File: src/txhf_pkg.sv
// constants for the transmit master clock generator and slot gate
package txhf_pkg;
  // register byte offsets
  localparam logic [7:0]  OFF_MCLK_CTL   = 8'h00;  // tx_master_clock_control
  localparam logic [7:0]  OFF_SLOT_MASK  = 8'h04;  // tx_slot_enable_mask
  localparam logic [7:0]  OFF_BCLK_CTL   = 8'h08;  // tx_bit_clock_control
  localparam logic [7:0]  OFF_SER_CTL    = 8'h0C;  // serializer_control
  localparam logic [7:0]  OFF_STATUS     = 8'h10;  // slot number and underrun
  // master clock control fields
  localparam int          MCLK_SRC_BIT   = 15;
  localparam int          MCLK_INV_BIT   = 14;
  localparam int          MCLK_DIV_W     = 12;
  localparam logic [31:0] MCLK_CTL_MASK  = 32'h0000_CFFF;
  localparam logic [31:0] MCLK_CTL_RST   = 32'h0000_8000;
  // bit clock control fields
  localparam int          BCLK_SRC_BIT   = 5;
  localparam int          BCLK_DIV_W     = 5;
  localparam logic [31:0] BCLK_CTL_MASK  = 32'h0000_003F;
  localparam logic [31:0] BCLK_CTL_RST   = 32'h0000_0000;
  // serializer control fields
  localparam int          SER_EN_BIT     = 16;
  localparam int          SLOT_W         = 9;
  localparam logic [31:0] SER_CTL_MASK   = 32'h0001_01FF;
  localparam logic [31:0] SER_CTL_RST    = 32'h0000_001F;
  localparam logic [8:0]  SLOT_MAX_LAST  = 9'h17F;      // 384 slots
  // status field and slot mask reset value
  localparam int          UNDERRUN_BIT   = 16;
  localparam logic [31:0] SLOT_MASK_RST  = 32'h0000_0000;
  // bus responses
  localparam logic [1:0]  RESP_OKAY      = 2'h0;
  localparam logic [1:0]  RESP_SLVERR    = 2'h2;
endpackage

File: src/txhf_fifo.sv
// word fifo between the user stream and the serializer
`timescale 1ns/10ps
module txhf_fifo #(
  parameter int WIDTH = 32,
  parameter int DEPTH = 32
) (
  // clock, reset, enable
  input  wire logic             sys_clk,
  input  wire logic             resetn,
  input  wire logic             ce,
  // filling side
  input  wire logic             in_valid,
  output logic                  in_ready,
  input  wire logic [WIDTH-1:0] in_data,
  // draining side
  output logic                  out_valid,
  input  wire logic             out_ready,
  output logic [WIDTH-1:0]      out_data
);
  localparam int AW = $clog2(DEPTH);

  logic [WIDTH-1:0] mem_reg [DEPTH];      // storage
  logic [AW-1:0]    wr_ptr_reg;           // write index
  logic [AW-1:0]    rd_ptr_reg;           // read index
  logic [AW:0]      count_reg;            // words held
  logic [AW:0]      count_next;           // words after this cycle
  logic             push;                 // word taken in
  logic             pop;                  // word handed out

  assign push      = in_valid && in_ready;
  assign out_valid = (count_reg != '0);
  assign pop       = out_valid && out_ready;
  assign out_data  = mem_reg[rd_ptr_reg];

  // occupancy after this cycle
  always_comb begin
    count_next = count_reg;
    if (push && !pop) begin
      count_next = count_reg + 1'b1;
    end else if (pop && !push) begin
      count_next = count_reg - 1'b1;
    end
  end

  // pointers, count and registered ready
  always_ff @(posedge sys_clk or negedge resetn) begin
    if (!resetn) begin
      wr_ptr_reg <= '0;
      rd_ptr_reg <= '0;
      count_reg  <= '0;
      in_ready   <= 1'b0;
    end else if (ce) begin
      if (push) begin
        wr_ptr_reg <= (wr_ptr_reg == AW'(DEPTH-1)) ? '0 : wr_ptr_reg + 1'b1;
      end
      if (pop) begin
        rd_ptr_reg <= (rd_ptr_reg == AW'(DEPTH-1)) ? '0 : rd_ptr_reg + 1'b1;
      end
      count_reg <= count_next;
      // full stalls the source
      in_ready  <= (count_next != (AW+1)'(DEPTH));
    end
  end

  // storage write
  always_ff @(posedge sys_clk) begin
    if (ce && push) begin
      mem_reg[wr_ptr_reg] <= in_data;
    end
  end
endmodule

File: src/txhf_top.sv
// transmit master clock generator, bit clock divider and tdm slot gate
`timescale 1ns/10ps
module txhf_top #(
  parameter int SLOT_BITS  = 32,
  parameter int FIFO_DEPTH = 32
) (
  // clock, reset, enable
  input  wire logic        sys_clk,
  input  wire logic        resetn,
  input  wire logic        ce,
  // axi4-lite write address
  input  wire logic [7:0]  s_axi_awaddr,
  input  wire logic        s_axi_awvalid,
  output logic             s_axi_awready,
  // axi4-lite write data
  input  wire logic [31:0] s_axi_wdata,
  input  wire logic [3:0]  s_axi_wstrb,
  input  wire logic        s_axi_wvalid,
  output logic             s_axi_wready,
  // axi4-lite write response
  output logic [1:0]       s_axi_bresp,
  output logic             s_axi_bvalid,
  input  wire logic        s_axi_bready,
  // axi4-lite read address
  input  wire logic [7:0]  s_axi_araddr,
  input  wire logic        s_axi_arvalid,
  output logic             s_axi_arready,
  // axi4-lite read data
  output logic [31:0]      s_axi_rdata,
  output logic [1:0]       s_axi_rresp,
  output logic             s_axi_rvalid,
  input  wire logic        s_axi_rready,
  // transmit word stream
  input  wire logic [31:0] tx_word_data,
  input  wire logic        tx_word_valid,
  output logic             tx_word_ready,
  // master clock pin
  input  wire logic        tx_master_clock_in,
  output logic             tx_master_clock_out,
  output logic             tx_master_clock_oe,
  // bit clock pin
  input  wire logic        tx_bit_clock_in,
  output logic             tx_bit_clock_out,
  output logic             tx_bit_clock_oe,
  // serial data pin
  output logic             tx_data_out,
  output logic             tx_data_oe
);
  // divider widths, declared ahead of the counters that use them
  localparam int MCLK_DIV_W_L = txhf_pkg::MCLK_DIV_W;
  localparam int BCLK_DIV_W_L = txhf_pkg::BCLK_DIV_W;

  // registers
  logic [31:0]             mclk_ctl_reg;    // master clock control
  logic [31:0]             slot_mask_reg;   // slot enable mask
  logic [31:0]             bclk_ctl_reg;    // bit clock control
  logic [31:0]             ser_ctl_reg;     // serializer control
  logic                    underrun_reg;    // sticky: empty fifo in active slot
  // bus state
  logic                    aw_held_reg;     // address taken, write pending
  logic                    w_held_reg;      // data taken, write pending
  logic [7:0]              aw_addr_reg;     // held write address
  logic [31:0]             w_data_reg;      // held write data
  logic [3:0]              w_strb_reg;      // held byte strobes
  logic                    do_write;        // both halves present
  logic                    status_w1c;      // underrun clear request
  // pin synchronisers
  logic [1:0]              mpin_sync_reg;   // master clock pin
  logic [1:0]              bpin_sync_reg;   // bit clock pin
  // clock generation
  logic [MCLK_DIV_W_L-1:0] hdiv_cnt_reg;    // auxiliary divider count
  logic                    mint_lvl_reg;    // internal master clock level
  logic                    minv_prev_reg;   // last inverted master level
  logic [BCLK_DIV_W_L-1:0] bdiv_cnt_reg;    // bit clock divider count
  logic                    bint_lvl_reg;    // divided bit clock level
  logic                    bsel_prev_reg;   // last selected bit clock level
  logic                    m_sel;           // selected master clock
  logic                    m_inv;           // master clock after polarity
  logic                    m_edge;          // active master clock edge
  logic                    b_sel;           // selected bit clock
  logic                    b_edge;          // shift edge of bit clock
  // serializer
  logic [8:0]              slot_reg;        // current tdm slot
  logic [8:0]              slot_last;       // last slot, clamped to 383
  logic [$clog2(SLOT_BITS)-1:0] bit_idx_reg; // bit within slot
  logic [31:0]             shift_reg;       // outgoing word
  logic                    slot_start;      // first bit of a slot
  logic                    slot_active;     // mask and enable allow shifting
  logic                    fifo_valid;      // a word is waiting
  logic [31:0]             fifo_data;       // head word
  logic                    fifo_pop;        // take head word

  // merge a write under byte strobes and a writable-bit mask
  function automatic logic [31:0] merge_wr(input logic [31:0] old, input logic [31:0] val,
                                           input logic [3:0] strb, input logic [31:0] wmask);
    logic [31:0] res;
    res = old;
    for (int i = 0; i < 4; i++) begin
      if (strb[i]) begin
        res[i*8 +: 8] = val[i*8 +: 8];
      end
    end
    merge_wr = res & wmask;
  endfunction

  // true for offsets that hold a register
  function automatic logic is_mapped(input logic [7:0] addr);
    is_mapped = (addr == txhf_pkg::OFF_MCLK_CTL) || (addr == txhf_pkg::OFF_SLOT_MASK) ||
                (addr == txhf_pkg::OFF_BCLK_CTL) || (addr == txhf_pkg::OFF_SER_CTL) ||
                (addr == txhf_pkg::OFF_STATUS);
  endfunction

  assign do_write   = aw_held_reg && w_held_reg && !s_axi_bvalid;
  assign status_w1c = do_write && (aw_addr_reg == txhf_pkg::OFF_STATUS) && w_strb_reg[2] &&
                      w_data_reg[txhf_pkg::UNDERRUN_BIT];

  // write address and data captured in either order
  always_ff @(posedge sys_clk or negedge resetn) begin
    if (!resetn) begin
      aw_held_reg   <= 1'b0;
      w_held_reg    <= 1'b0;
      aw_addr_reg   <= 8'h00;
      w_data_reg    <= 32'h0000_0000;
      w_strb_reg    <= 4'h0;
      s_axi_awready <= 1'b0;
      s_axi_wready  <= 1'b0;
      s_axi_bvalid  <= 1'b0;
      s_axi_bresp   <= txhf_pkg::RESP_OKAY;
    end else if (ce) begin
      // address accepted
      if (s_axi_awvalid && s_axi_awready) begin
        aw_held_reg <= 1'b1;
        aw_addr_reg <= {s_axi_awaddr[7:2], 2'b00};
      end
      // data accepted
      if (s_axi_wvalid && s_axi_wready) begin
        w_held_reg <= 1'b1;
        w_data_reg <= s_axi_wdata;
        w_strb_reg <= s_axi_wstrb;
      end
      s_axi_awready <= !aw_held_reg && !(s_axi_awvalid && s_axi_awready);
      s_axi_wready  <= !w_held_reg && !(s_axi_wvalid && s_axi_wready);
      // response once both halves are in
      if (do_write) begin
        aw_held_reg  <= 1'b0;
        w_held_reg   <= 1'b0;
        s_axi_bvalid <= 1'b1;
        s_axi_bresp  <= is_mapped(aw_addr_reg) ? txhf_pkg::RESP_OKAY : txhf_pkg::RESP_SLVERR;
      end else if (s_axi_bvalid && s_axi_bready) begin
        s_axi_bvalid <= 1'b0;
      end
    end
  end

  // configuration registers
  always_ff @(posedge sys_clk or negedge resetn) begin
    if (!resetn) begin
      mclk_ctl_reg  <= txhf_pkg::MCLK_CTL_RST;
      slot_mask_reg <= txhf_pkg::SLOT_MASK_RST;
      bclk_ctl_reg  <= txhf_pkg::BCLK_CTL_RST;
      ser_ctl_reg   <= txhf_pkg::SER_CTL_RST;
    end else if (ce && do_write) begin
      case (aw_addr_reg)
        txhf_pkg::OFF_MCLK_CTL: begin
          mclk_ctl_reg <= merge_wr(mclk_ctl_reg, w_data_reg, w_strb_reg, txhf_pkg::MCLK_CTL_MASK);
        end
        txhf_pkg::OFF_SLOT_MASK: begin
          slot_mask_reg <= merge_wr(slot_mask_reg, w_data_reg, w_strb_reg, 32'hFFFF_FFFF);
        end
        txhf_pkg::OFF_BCLK_CTL: begin
          bclk_ctl_reg <= merge_wr(bclk_ctl_reg, w_data_reg, w_strb_reg, txhf_pkg::BCLK_CTL_MASK);
        end
        txhf_pkg::OFF_SER_CTL: begin
          ser_ctl_reg <= merge_wr(ser_ctl_reg, w_data_reg, w_strb_reg, txhf_pkg::SER_CTL_MASK);
        end
        default: begin
        end
      endcase
    end
  end

  // read channel: one cycle after the address is taken
  always_ff @(posedge sys_clk or negedge resetn) begin
    if (!resetn) begin
      s_axi_arready <= 1'b0;
      s_axi_rvalid  <= 1'b0;
      s_axi_rdata   <= 32'h0000_0000;
      s_axi_rresp   <= txhf_pkg::RESP_OKAY;
    end else if (ce) begin
      s_axi_arready <= !s_axi_rvalid && !(s_axi_arvalid && s_axi_arready);
      if (s_axi_arvalid && s_axi_arready) begin
        s_axi_rvalid <= 1'b1;
        s_axi_rresp  <= is_mapped({s_axi_araddr[7:2], 2'b00}) ? txhf_pkg::RESP_OKAY
                                                              : txhf_pkg::RESP_SLVERR;
        case ({s_axi_araddr[7:2], 2'b00})
          txhf_pkg::OFF_MCLK_CTL:  s_axi_rdata <= mclk_ctl_reg;
          txhf_pkg::OFF_SLOT_MASK: s_axi_rdata <= slot_mask_reg;
          txhf_pkg::OFF_BCLK_CTL:  s_axi_rdata <= bclk_ctl_reg;
          txhf_pkg::OFF_SER_CTL:   s_axi_rdata <= ser_ctl_reg;
          txhf_pkg::OFF_STATUS:    s_axi_rdata <= {15'h0000, underrun_reg, 7'h00, slot_reg};
          default:                 s_axi_rdata <= 32'h0000_0000;
        endcase
      end else if (s_axi_rvalid && s_axi_rready) begin
        s_axi_rvalid <= 1'b0;
      end
    end
  end

  // two-stage synchronisers for the clock pins
  always_ff @(posedge sys_clk or negedge resetn) begin
    if (!resetn) begin
      mpin_sync_reg <= 2'b00;
      bpin_sync_reg <= 2'b00;
    end else if (ce) begin
      mpin_sync_reg <= {mpin_sync_reg[0], tx_master_clock_in};
      bpin_sync_reg <= {bpin_sync_reg[0], tx_bit_clock_in};
    end
  end

  // auxiliary clock divided by field plus one; level toggles each period
  always_ff @(posedge sys_clk or negedge resetn) begin
    if (!resetn) begin
      hdiv_cnt_reg <= '0;
      mint_lvl_reg <= 1'b0;
    end else if (ce) begin
      if (hdiv_cnt_reg >= mclk_ctl_reg[MCLK_DIV_W_L-1:0]) begin
        hdiv_cnt_reg <= '0;
        mint_lvl_reg <= !mint_lvl_reg;
      end else begin
        hdiv_cnt_reg <= hdiv_cnt_reg + 1'b1;
      end
    end
  end

  assign m_sel  = mclk_ctl_reg[txhf_pkg::MCLK_SRC_BIT] ? mint_lvl_reg : mpin_sync_reg[1];
  // polarity applied ahead of the bit clock divider
  assign m_inv  = m_sel ^ mclk_ctl_reg[txhf_pkg::MCLK_INV_BIT];
  assign m_edge = m_inv && !minv_prev_reg;

  // bit clock divider counts active master clock edges
  always_ff @(posedge sys_clk or negedge resetn) begin
    if (!resetn) begin
      minv_prev_reg <= 1'b0;
      bdiv_cnt_reg  <= '0;
      bint_lvl_reg  <= 1'b0;
    end else if (ce) begin
      minv_prev_reg <= m_inv;
      if (m_edge) begin
        if (bdiv_cnt_reg >= bclk_ctl_reg[BCLK_DIV_W_L-1:0]) begin
          bdiv_cnt_reg <= '0;
          bint_lvl_reg <= 1'b1;
        end else begin
          bdiv_cnt_reg <= bdiv_cnt_reg + 1'b1;
          // low for the second half of the period
          if (bdiv_cnt_reg + 1'b1 == BCLK_DIV_W_L'((32'(bclk_ctl_reg[BCLK_DIV_W_L-1:0]) + 1) / 2)) begin
            bint_lvl_reg <= 1'b0;
          end
        end
      end
    end
  end

  // clock pins driven from registers
  always_ff @(posedge sys_clk or negedge resetn) begin
    if (!resetn) begin
      tx_master_clock_out <= 1'b0;
      tx_master_clock_oe  <= 1'b0;
      tx_bit_clock_out    <= 1'b0;
      tx_bit_clock_oe     <= 1'b0;
    end else if (ce) begin
      tx_master_clock_out <= mint_lvl_reg;
      tx_master_clock_oe  <= mclk_ctl_reg[txhf_pkg::MCLK_SRC_BIT];
      // divide-by-one passes the master clock straight out
      tx_bit_clock_out    <= (bclk_ctl_reg[BCLK_DIV_W_L-1:0] == '0) ? m_sel : bint_lvl_reg;
      tx_bit_clock_oe     <= bclk_ctl_reg[txhf_pkg::BCLK_SRC_BIT];
    end
  end

  // bit clock from pin or divider output
  assign b_sel  = bclk_ctl_reg[txhf_pkg::BCLK_SRC_BIT] ? tx_bit_clock_out : bpin_sync_reg[1];
  assign b_edge = b_sel && !bsel_prev_reg;

  assign slot_last   = (ser_ctl_reg[8:0] > txhf_pkg::SLOT_MAX_LAST) ? txhf_pkg::SLOT_MAX_LAST
                                                                     : ser_ctl_reg[8:0];
  assign slot_start  = b_edge && (bit_idx_reg == '0);
  assign slot_active = slot_mask_reg[slot_reg[4:0]] && ser_ctl_reg[txhf_pkg::SER_EN_BIT];
  assign fifo_pop    = slot_start && slot_active && fifo_valid;

  // slot and bit counters
  always_ff @(posedge sys_clk or negedge resetn) begin
    if (!resetn) begin
      bsel_prev_reg <= 1'b0;
      bit_idx_reg   <= '0;
      slot_reg      <= 9'h000;
    end else if (ce) begin
      bsel_prev_reg <= b_sel;
      if (b_edge) begin
        if (bit_idx_reg == ($clog2(SLOT_BITS))'(SLOT_BITS-1)) begin
          bit_idx_reg <= '0;
          slot_reg    <= (slot_reg >= slot_last) ? 9'h000 : slot_reg + 1'b1;
        end else begin
          bit_idx_reg <= bit_idx_reg + 1'b1;
        end
      end
    end
  end

  // serializer: shifts msb first on each rising bit clock edge
  always_ff @(posedge sys_clk or negedge resetn) begin
    if (!resetn) begin
      shift_reg   <= 32'h0000_0000;
      tx_data_out <= 1'b0;
      tx_data_oe  <= 1'b0;
    end else if (ce && b_edge) begin
      if (slot_start) begin
        if (slot_active) begin
          // active slot loads the next word
          shift_reg   <= fifo_valid ? {fifo_data[30:0], 1'b0} : 32'h0000_0000;
          tx_data_out <= fifo_valid ? fifo_data[31] : 1'b0;
          tx_data_oe  <= 1'b1;
        end else begin
          shift_reg   <= 32'h0000_0000;
          tx_data_out <= 1'b0;
          tx_data_oe  <= 1'b0;
        end
      end else begin
        shift_reg   <= {shift_reg[30:0], 1'b0};
        tx_data_out <= shift_reg[31];
      end
    end
  end

  // underrun sticky flag; a new event beats the clear
  always_ff @(posedge sys_clk or negedge resetn) begin
    if (!resetn) begin
      underrun_reg <= 1'b0;
    end else if (ce) begin
      if (slot_start && slot_active && !fifo_valid) begin
        underrun_reg <= 1'b1;
      end else if (status_w1c) begin
        underrun_reg <= 1'b0;
      end
    end
  end

  // word buffer ahead of the serializer
  txhf_fifo #(
    .WIDTH (32),
    .DEPTH (FIFO_DEPTH)
  ) u_fifo (
    .sys_clk   (sys_clk),
    .resetn    (resetn),
    .ce        (ce),
    .in_valid  (tx_word_valid),
    .in_ready  (tx_word_ready),
    .in_data   (tx_word_data),
    .out_valid (fifo_valid),
    .out_ready (fifo_pop),
    .out_data  (fifo_data)
  );
endmodule
File: config.mk
export PLATFORM = sky130hd
export DESIGN_NAME = txhf_top
export DESIGN_NICKNAME = d
export VERILOG_FILES = /design/src/txhf_pkg.sv /design/src/txhf_fifo.sv /design/src/txhf_top.sv
export SDC_FILE = /design/constraint.sdc
export NUM_CORES = 2
export LEC_CHECK = 0
export ABC_CLOCK_PERIOD_IN_PS = 2800
export BUFFER_PORTS_ARGS = -buffer_cell sky130_fd_sc_hd__buf_2
export CAP_MARGIN = 20
export CORE_UTILIZATION = 40
export DETAILED_ROUTE_END_ITERATION = 6
export SLEW_MARGIN = 5
export SYNTH_ARGS = -nofsm -noshare
export SYNTH_HDL_FRONTEND = slang
export SYNTH_SLANG_ARGS = --single-unit
File: constraint.sdc
create_clock -name sys_clk -period 2.8 [get_ports sys_clk]
set_input_delay 0.14 -clock sys_clk [delete_from_list [all_inputs] [get_ports sys_clk]]
set_output_delay 0.14 -clock sys_clk [all_outputs]
set_load 0.05 [all_outputs]
# --- After elaboration in Yosys (flattened, before gate mapping) ---
# Memories as Yosys holds them, arrays and structs flattened.
# Index checks and enable logic that the tools add are counted.
# W data, S select, Z words.
word_totals:
  reg_bits: 242
  ramBits: 1024
  in_bits: 95
  output_inout_bits: 48
  elab_cells: 198
  mem_count: 1
classes:
  n_addsub: 9
  order_cmp: 5
  n_eq_ne: 13
  muxes: 38
  n_bitwise: 1
  n_reduce_logical: 86
mem_list:
  columns: ["name", "words", "width", "read_ports", "rd_clocked_by_memory_dff", "write_ports", "line", "source"]
  rows:
  - ["u_fifo.mem_reg", 32, 32, 1, 0, 1, "txhf_fifo.sv:22", "logic [WIDTH-1:0] mem_reg [DEPTH];"]
op_table:
  columns: ["cell", "count"]
  rows:
  - ["$pmux W32 S5", 1]
  - ["$mux W32", 3]
  - ["$reduce_and A3 Y1", 12]
  - ["$reduce_and A2 Y1", 15]
  - ["$logic_and A1 B1 Y1", 27]
  - ["$eq A6 B2 Y1 const B", 4]
  - ["$mux W1", 22]
  - ["$add A5 B1 Y5 const B", 4]
  - ["$mux W5", 4]
  - ["$mux W9", 2]
  - ["$eq A5 B5 Y1 const B", 3]
  - ["$logic_not A1 Y1", 13]
  - ["$add A12 B1 Y12 const B", 1]
  - ["$eq A6 B1 Y1 const B", 2]
  - ["$eq A6 B3 Y1 const B", 2]
  - ["$ge A12 B12 Y1", 1]
  - ["$mux W12", 1]
  - ["$mux W6", 2]
  - ["$reduce_bool A2 Y1", 6]
  - ["$logic_not A5 Y1", 2]
  - ["$add A9 B1 Y9 const B", 1]
  - ["$ge A9 B9 Y1", 1]
  - ["$gt A9 B9 Y1 const B", 1]
  - ["$logic_not A8 Y1", 1]
  - ["other kinds (13)", 21]

# --- Logic depth before layout (Yosys ltp) ---
depth:
  depth_word: 10
  mapped_depth: 13
  ltp_nobuf: 12

# --- By module ---
# A second synthesis with hierarchy kept.
unflattened:
  cells_unflattened: 2543
  area_unflattened_um2: 50544.7
modules_own_cells:
  columns: ["mod", "instances", "cells_per_inst", "area_each_um2", "seq_area_each_um2"]
  rows:
  - ["txhf_fifo", 1, 1638, 40073.4, 31174.9]
  - ["txhf_top", 1, 905, 10471.3, 5562.8]

# --- Worst setup path after synthesis ---
# OpenSTA, ideal clock, no wires.
synth_path:
  kind: "flip-flop to flip-flop"
  from: "register u_fifo.in_ready"
  to: "memory u_fifo.mem_reg[31][0] (enable)"
  setup_time_ps: 421
  t_arrival_ps: 2780
  t_required_ps: 2379
  slack_ps: -402
  stages_incl_launch_ff: 5
  path_buffers: 0
  period_less_slack_ps: 3202
  path_cell_list: "dfrtp_1 -> nand2_1 -> nor2_1 -> nand2_1 -> nor2_1"
synth_between:
  elab_chain_len: 4
synth_lines:
  columns: ["element", "line", "source"]
  rows:
  - ["from (decl)", "txhf_fifo.sv:13", "output logic in_ready,"]
  - ["from (signal assigned)", "txhf_fifo.sv:61", "in_ready <= (count_next != (AW+1)'(DEPTH));"]
  - ["$logic_and A1 B1 Y1", "txhf_fifo.sv:30", "assign push = in_valid && in_ready;"]
  - ["$logic_and A1 B1 Y1", "txhf_fifo.sv:67", "if (ce && push) begin"]
  - ["$mux W1", "txhf_fifo.sv:67", null]
  - ["$mux W1 (implied by the code)", "txhf_fifo.sv:68", "mem_reg[wr_ptr_reg] <= in_data;"]
  - ["to (decl)", "txhf_fifo.sv:22", null]
# No other way between the ends.

# --- Final worst setup path ---
layout_path:
  from: "register slot_reg[0]"
  to: "register u_fifo.count_reg[4]"
layout_between:
  elab_chain_len: 9
  elab_cells_between_ends: 11
  cone_classes: "4 x mux; 7 x reduce/logical"
layout_lines:
  columns: ["element", "line", "source"]
  rows:
  - ["from (decl)", "txhf_top.sv:83", "logic [8:0] slot_reg;"]
  - ["from (signal assigned)", "txhf_top.sv:300", "slot_reg <= (slot_reg >= slot_last) ? 9'h000 : slot_reg + 1'b1;"]
  - ["$bmux W1 S5 (*)", "txhf_top.sv:286", "assign slot_active = slot_mask_reg[slot_reg[4:0]] && ser_ctl_reg[txhf_pkg::SER_EN_BIT];"]
  - ["$mux W1 (implied by the code) (*)", "txhf_top.sv:286", null]
  - ["$logic_and A1 B1 Y1 (*)", "txhf_top.sv:286", null]
  - ["$logic_and A1 B1 Y1 (*) (2 in series)", "txhf_top.sv:287", "assign fifo_pop = slot_start && slot_active && fifo_valid;"]
  - ["$logic_and A1 B1 Y1 (*)", "txhf_fifo.sv:32", "assign pop = out_valid && out_ready;"]
  - ["$logic_and A1 B1 Y1 / $logic_not A1 Y1 (equally long branches)", "txhf_fifo.sv:40, txhf_fifo.sv:38", null]
  - ["$mux W6 / $logic_and A1 B1 Y1 (equally long branches)", "txhf_fifo.sv:40, txhf_fifo.sv:38", null]
  - ["$mux W6 (*)", "txhf_fifo.sv:38", "if (push && !pop) begin"]
  - ["to (signal assigned)", "txhf_fifo.sv:59", "count_reg <= count_next;"]
  - ["to (decl)", "txhf_fifo.sv:25", "logic [AW:0] count_reg;"]
# Every way passes the cells marked *; elsewhere a longest branch is shown, timed or not. The select of a mux whose other input is x is not followed.
# A chain may end at the register's enable or synchronous reset.

==> results by group <==
Status
  • Status: complete, but fails checks
  • Failing checks: setup timing

Timing
  • Setup Viol. Count Final: 3
  • Fin crit share: 1.03
  • Final worst path period need: 2.90 ns
  • Worst slew pin tran: 0.855 ns
  • Final TNS setup: -0.197 ns
  • Achievable frequency: 345 MHz
  • RSZ-0062 raised after global routing: true
  • Fin. Hold Viols: 0
  • Clock Skew: 0.0386 ns
  • Headroom to the max-slew limit: 0.430
  • Final WS setup: -0.0966 ns
  • Fin. max-slew vios: 0

Floorplan
  • Die ar.: 127000 µm²
  • DIE HEIGHT: 357 µm
  • Die W: 357 µm
  • FP Rows: 129
  • I/O pins: 143
  • Initial Util: 0.405
  • Core Region: 124000 µm²

Global routing
  • GRT met1 Usage: 0.273
  • GR Util met3: 0.0262
  • Vias in the first global route: 27800
  • First-pass GRT wire length: 185 mm
  • Antenna violations before repair: 1
  • Grt ovf: 0
  • GR Util All Layers: 0.199
  • GRT busiest layer: met2
  • GRT met2 Usage: 0.329
  • Largest net degree at the start of global routing: 81

Final layout
  • Most common cell after layout, fill and taps aside: edfxtp_1
  • Final core occ: 0.486
  • P&R area growth vs syn: 20.1%
  • Fillers: 10100
  • Most frequent cells in the layout: 1024 x edfxtp_1, 322 x mux4_2, 226 x dfrtp_1
  • Non-Filler Instances: 4768
  • Antenna Cells: 0
  • Proportion of layout cells with a drive suffix above 1: 0.335
  • Max reg flops: 1024
  • Layout Nets: 3160

Critical path
  • Crit-path leading delay family: simple AND/OR/NAND/NOR gates
  • Critical path type: reg -> reg
  • Max FO, Critical Path: 7
  • Worst path bufs/invs: 1
  • Req. time, crit path: 3.42 ns
  • CP max stage cell: dfrtp_2
  • Crit path from: slot_reg[0]$_DFFE_PN0P_
  • Worst Setup Start Kind: flip-flop
  • Crit path largest cell delay: 0.48 ns
  • Worst path cell trace: mux4_1 -> mux2i_1 -> o32ai_2 -> a311oi_2 -> or3b_4 -> or3b_4 -> buf_4 -> nor3_1 -> o21ai_1 -> xnor2_1
  • Top cell by count, worst path: or3b_4
  • Worst setup EP type: flip-flop
  • Reg-to-reg startpoint: slot_reg[0]$_DFFE_PN0P_
  • Data arrival, critical path: 3.52 ns

Route
  • DR vias: 26500
  • DR iter-0 viols: 2531
  • First-pass iteration count of the detailed router: 6
  • Vias per inst: 5.56
  • Final wirelength: 124 mm
  • # DRC: 0
  • Avg WL per Cell: 26.1 µm
  • Post-DRT Antenna Nets: 0

Logic synthesis
  • Area share of the largest cell type after synthesis: 0.611
  • Top post-synthesis cells by area: edfxtp_1 61%, mux4_2 14%, dfrtp_1 12%
  • Synth cell types: 58
  • Synth area leader: edfxtp_1
  • Sequential share of the synthesized area: 0.730
  • Post-synthesis instance area: 50300 µm²
  • Flops & latches, synth: 1263
  • Mean Syn Cell Area: 19.5 µm²
  • Top FF cell, synth: edfxtp_1
  • Post-synth EDFFs: 1024
  • Yosys warns: 0
  • Fraction of registers with async set/reset: 0.189
  • Syn Inst Count: 2584

Pwr
  • VDD IR max: 0.000590 V
  • Leak Pwr: 20.4 nW
  • Power per cell area: 714 nW/µm²

Clock tree
  • CTS tree: built
  • Clk Latency, worst-skew pair: 0.76 ns
  • TritonCTS Buffers: 134
  • Reg clk slew, reported paths: 0.06 ns
  • CTS Buffer Depth: 3
  • H-tree levels: 4
  • Clk sink count: 1263
  • CTS root buf: clkbuf_16

Job
  • Max-Cap Viols: 0

Placement
  • Port Buffers: 136
  • Dpl hpwl: 76.4 mm
  • Dpl cells: 4425
  • Gpl congestion: 0.820

Hold path
  • Hold_sp: s_axi_araddr[2]
  • Hold WC Path Type: in -> reg
-- power by group --
part,switching (W),total [W],internal (W)
sequential,0.000829,0.0222,0.0214
combinational,0.00220,0.00378,0.00157
clock,0.00736,0.0172,0.00980
-- metrics by stage --
step	power, W	hold WS, ns	area [µm²]	worst slack (ns)
after detailed placement	0.0261	0.137	55000	-0.255
after global placement	0.0258	0.127	55000	-0.266
final	0.0431	0.0799	60400	-0.0966
after global routing	0.0446	0.102	60400	-0.197
after floorplan	0.0244	-0.156	50300	-0.402
after CTS	0.0434	0.0294	60300	-0.0946
-- layer usage --
metal / vias up / part of all wire
li1: 11300 / -
met1: 14100 / 0.42
met2: 911 / 0.50
met3: 205 / 0.053
met4: 0 / 0.025
met5: - / 0
-- worst reg2reg max path: cells and delay by family, from the launching register on --
| kind | cells | cell delay (ns) |
|---|---|---|
| xor+xnor | 1 | 0.15 |
| flops | 1 | 0.48 |
| buf+inv | 1 | 0.16 |
| mux | 2 | 0.45 |
| compound gates | 3 | 0.49 |
| simple gates | 3 | 1.04 |
-- final cells by class --
cell class	instances	area, µm²	share of cell area
Clock buffer	187	3710	0.0613
Clock inverter	58	557	0.00922
Inverter	37	139	0.00230
Multi-Input combinational cell	1156	13300	0.220
Sequential cell	1263	36800	0.608
Tap cell	1637	2050	0.0339
Timing Repair Buffer	430	3940	0.0653
-- cell usage after synthesis (15+ instances only) --
| cell type | count |
|---|---|
| edfxtp_1 | 1024 |
| mux4_2 | 321 |
| dfrtp_1 | 233 |
| nand2_1 | 148 |
| nor2_1 | 126 |
| mux2_2 | 121 |
| o21ai_0 | 113 |
| clkbuf_1 | 92 |
| a21oi_1 | 52 |
| mux2i_1 | 47 |
| ha_1 | 43 |
| inv_1 | 37 |
| buf_2 | 23 |
| nand3_1 | 23 |
| xnor2_1 | 15 |
-- worst paths after layout --
path,to,slack [ns],cells after the start
setup / recovery,u_fifo.count_reg[4]$_DFFE_PN0P_,-0.1,10
hold / removal,s_axi_rdata[26]$_DFFE_PN0P_,0.08,6
setup reg to reg,u_fifo.count_reg[4]$_DFFE_PN0P_,-0.1,10
hold reg to reg,s_axi_rdata[22]$_DFFE_PN0P_,0.48,2
max in group asynchronous,s_axi_rdata[19]$_DFFE_PN0P_,1.78,4
min in group asynchronous,mclk_ctl_reg[15]$_DFFE_PN1P_,0.56,3
-- repair_timing --
item	CTS	global route
hold buffers	95	0
pin swaps	2	15
endpoints found under the setup margin	37	50
hold endpoints to repair	1333	0
cloned	0	0
resized for setup	10	22
setup buffers	2	2
-- cell families after synthesis --
| kind of cell | share of synthesized area |
|---|---|
| flip-flops | 0.730 |
| multiplexers | 0.184 |
| AND/OR/NAND/NOR | 0.0327 |
| AO/OA/AOI/OAI | 0.0252 |
| buffers and inverters | 0.0134 |
| adder cells (fa/ha/maj) | 0.0107 |
| XOR/XNOR | 0.00418 |
| other | 0.0000745 |
Note: power is estimated with default switching activity, not from simulation.
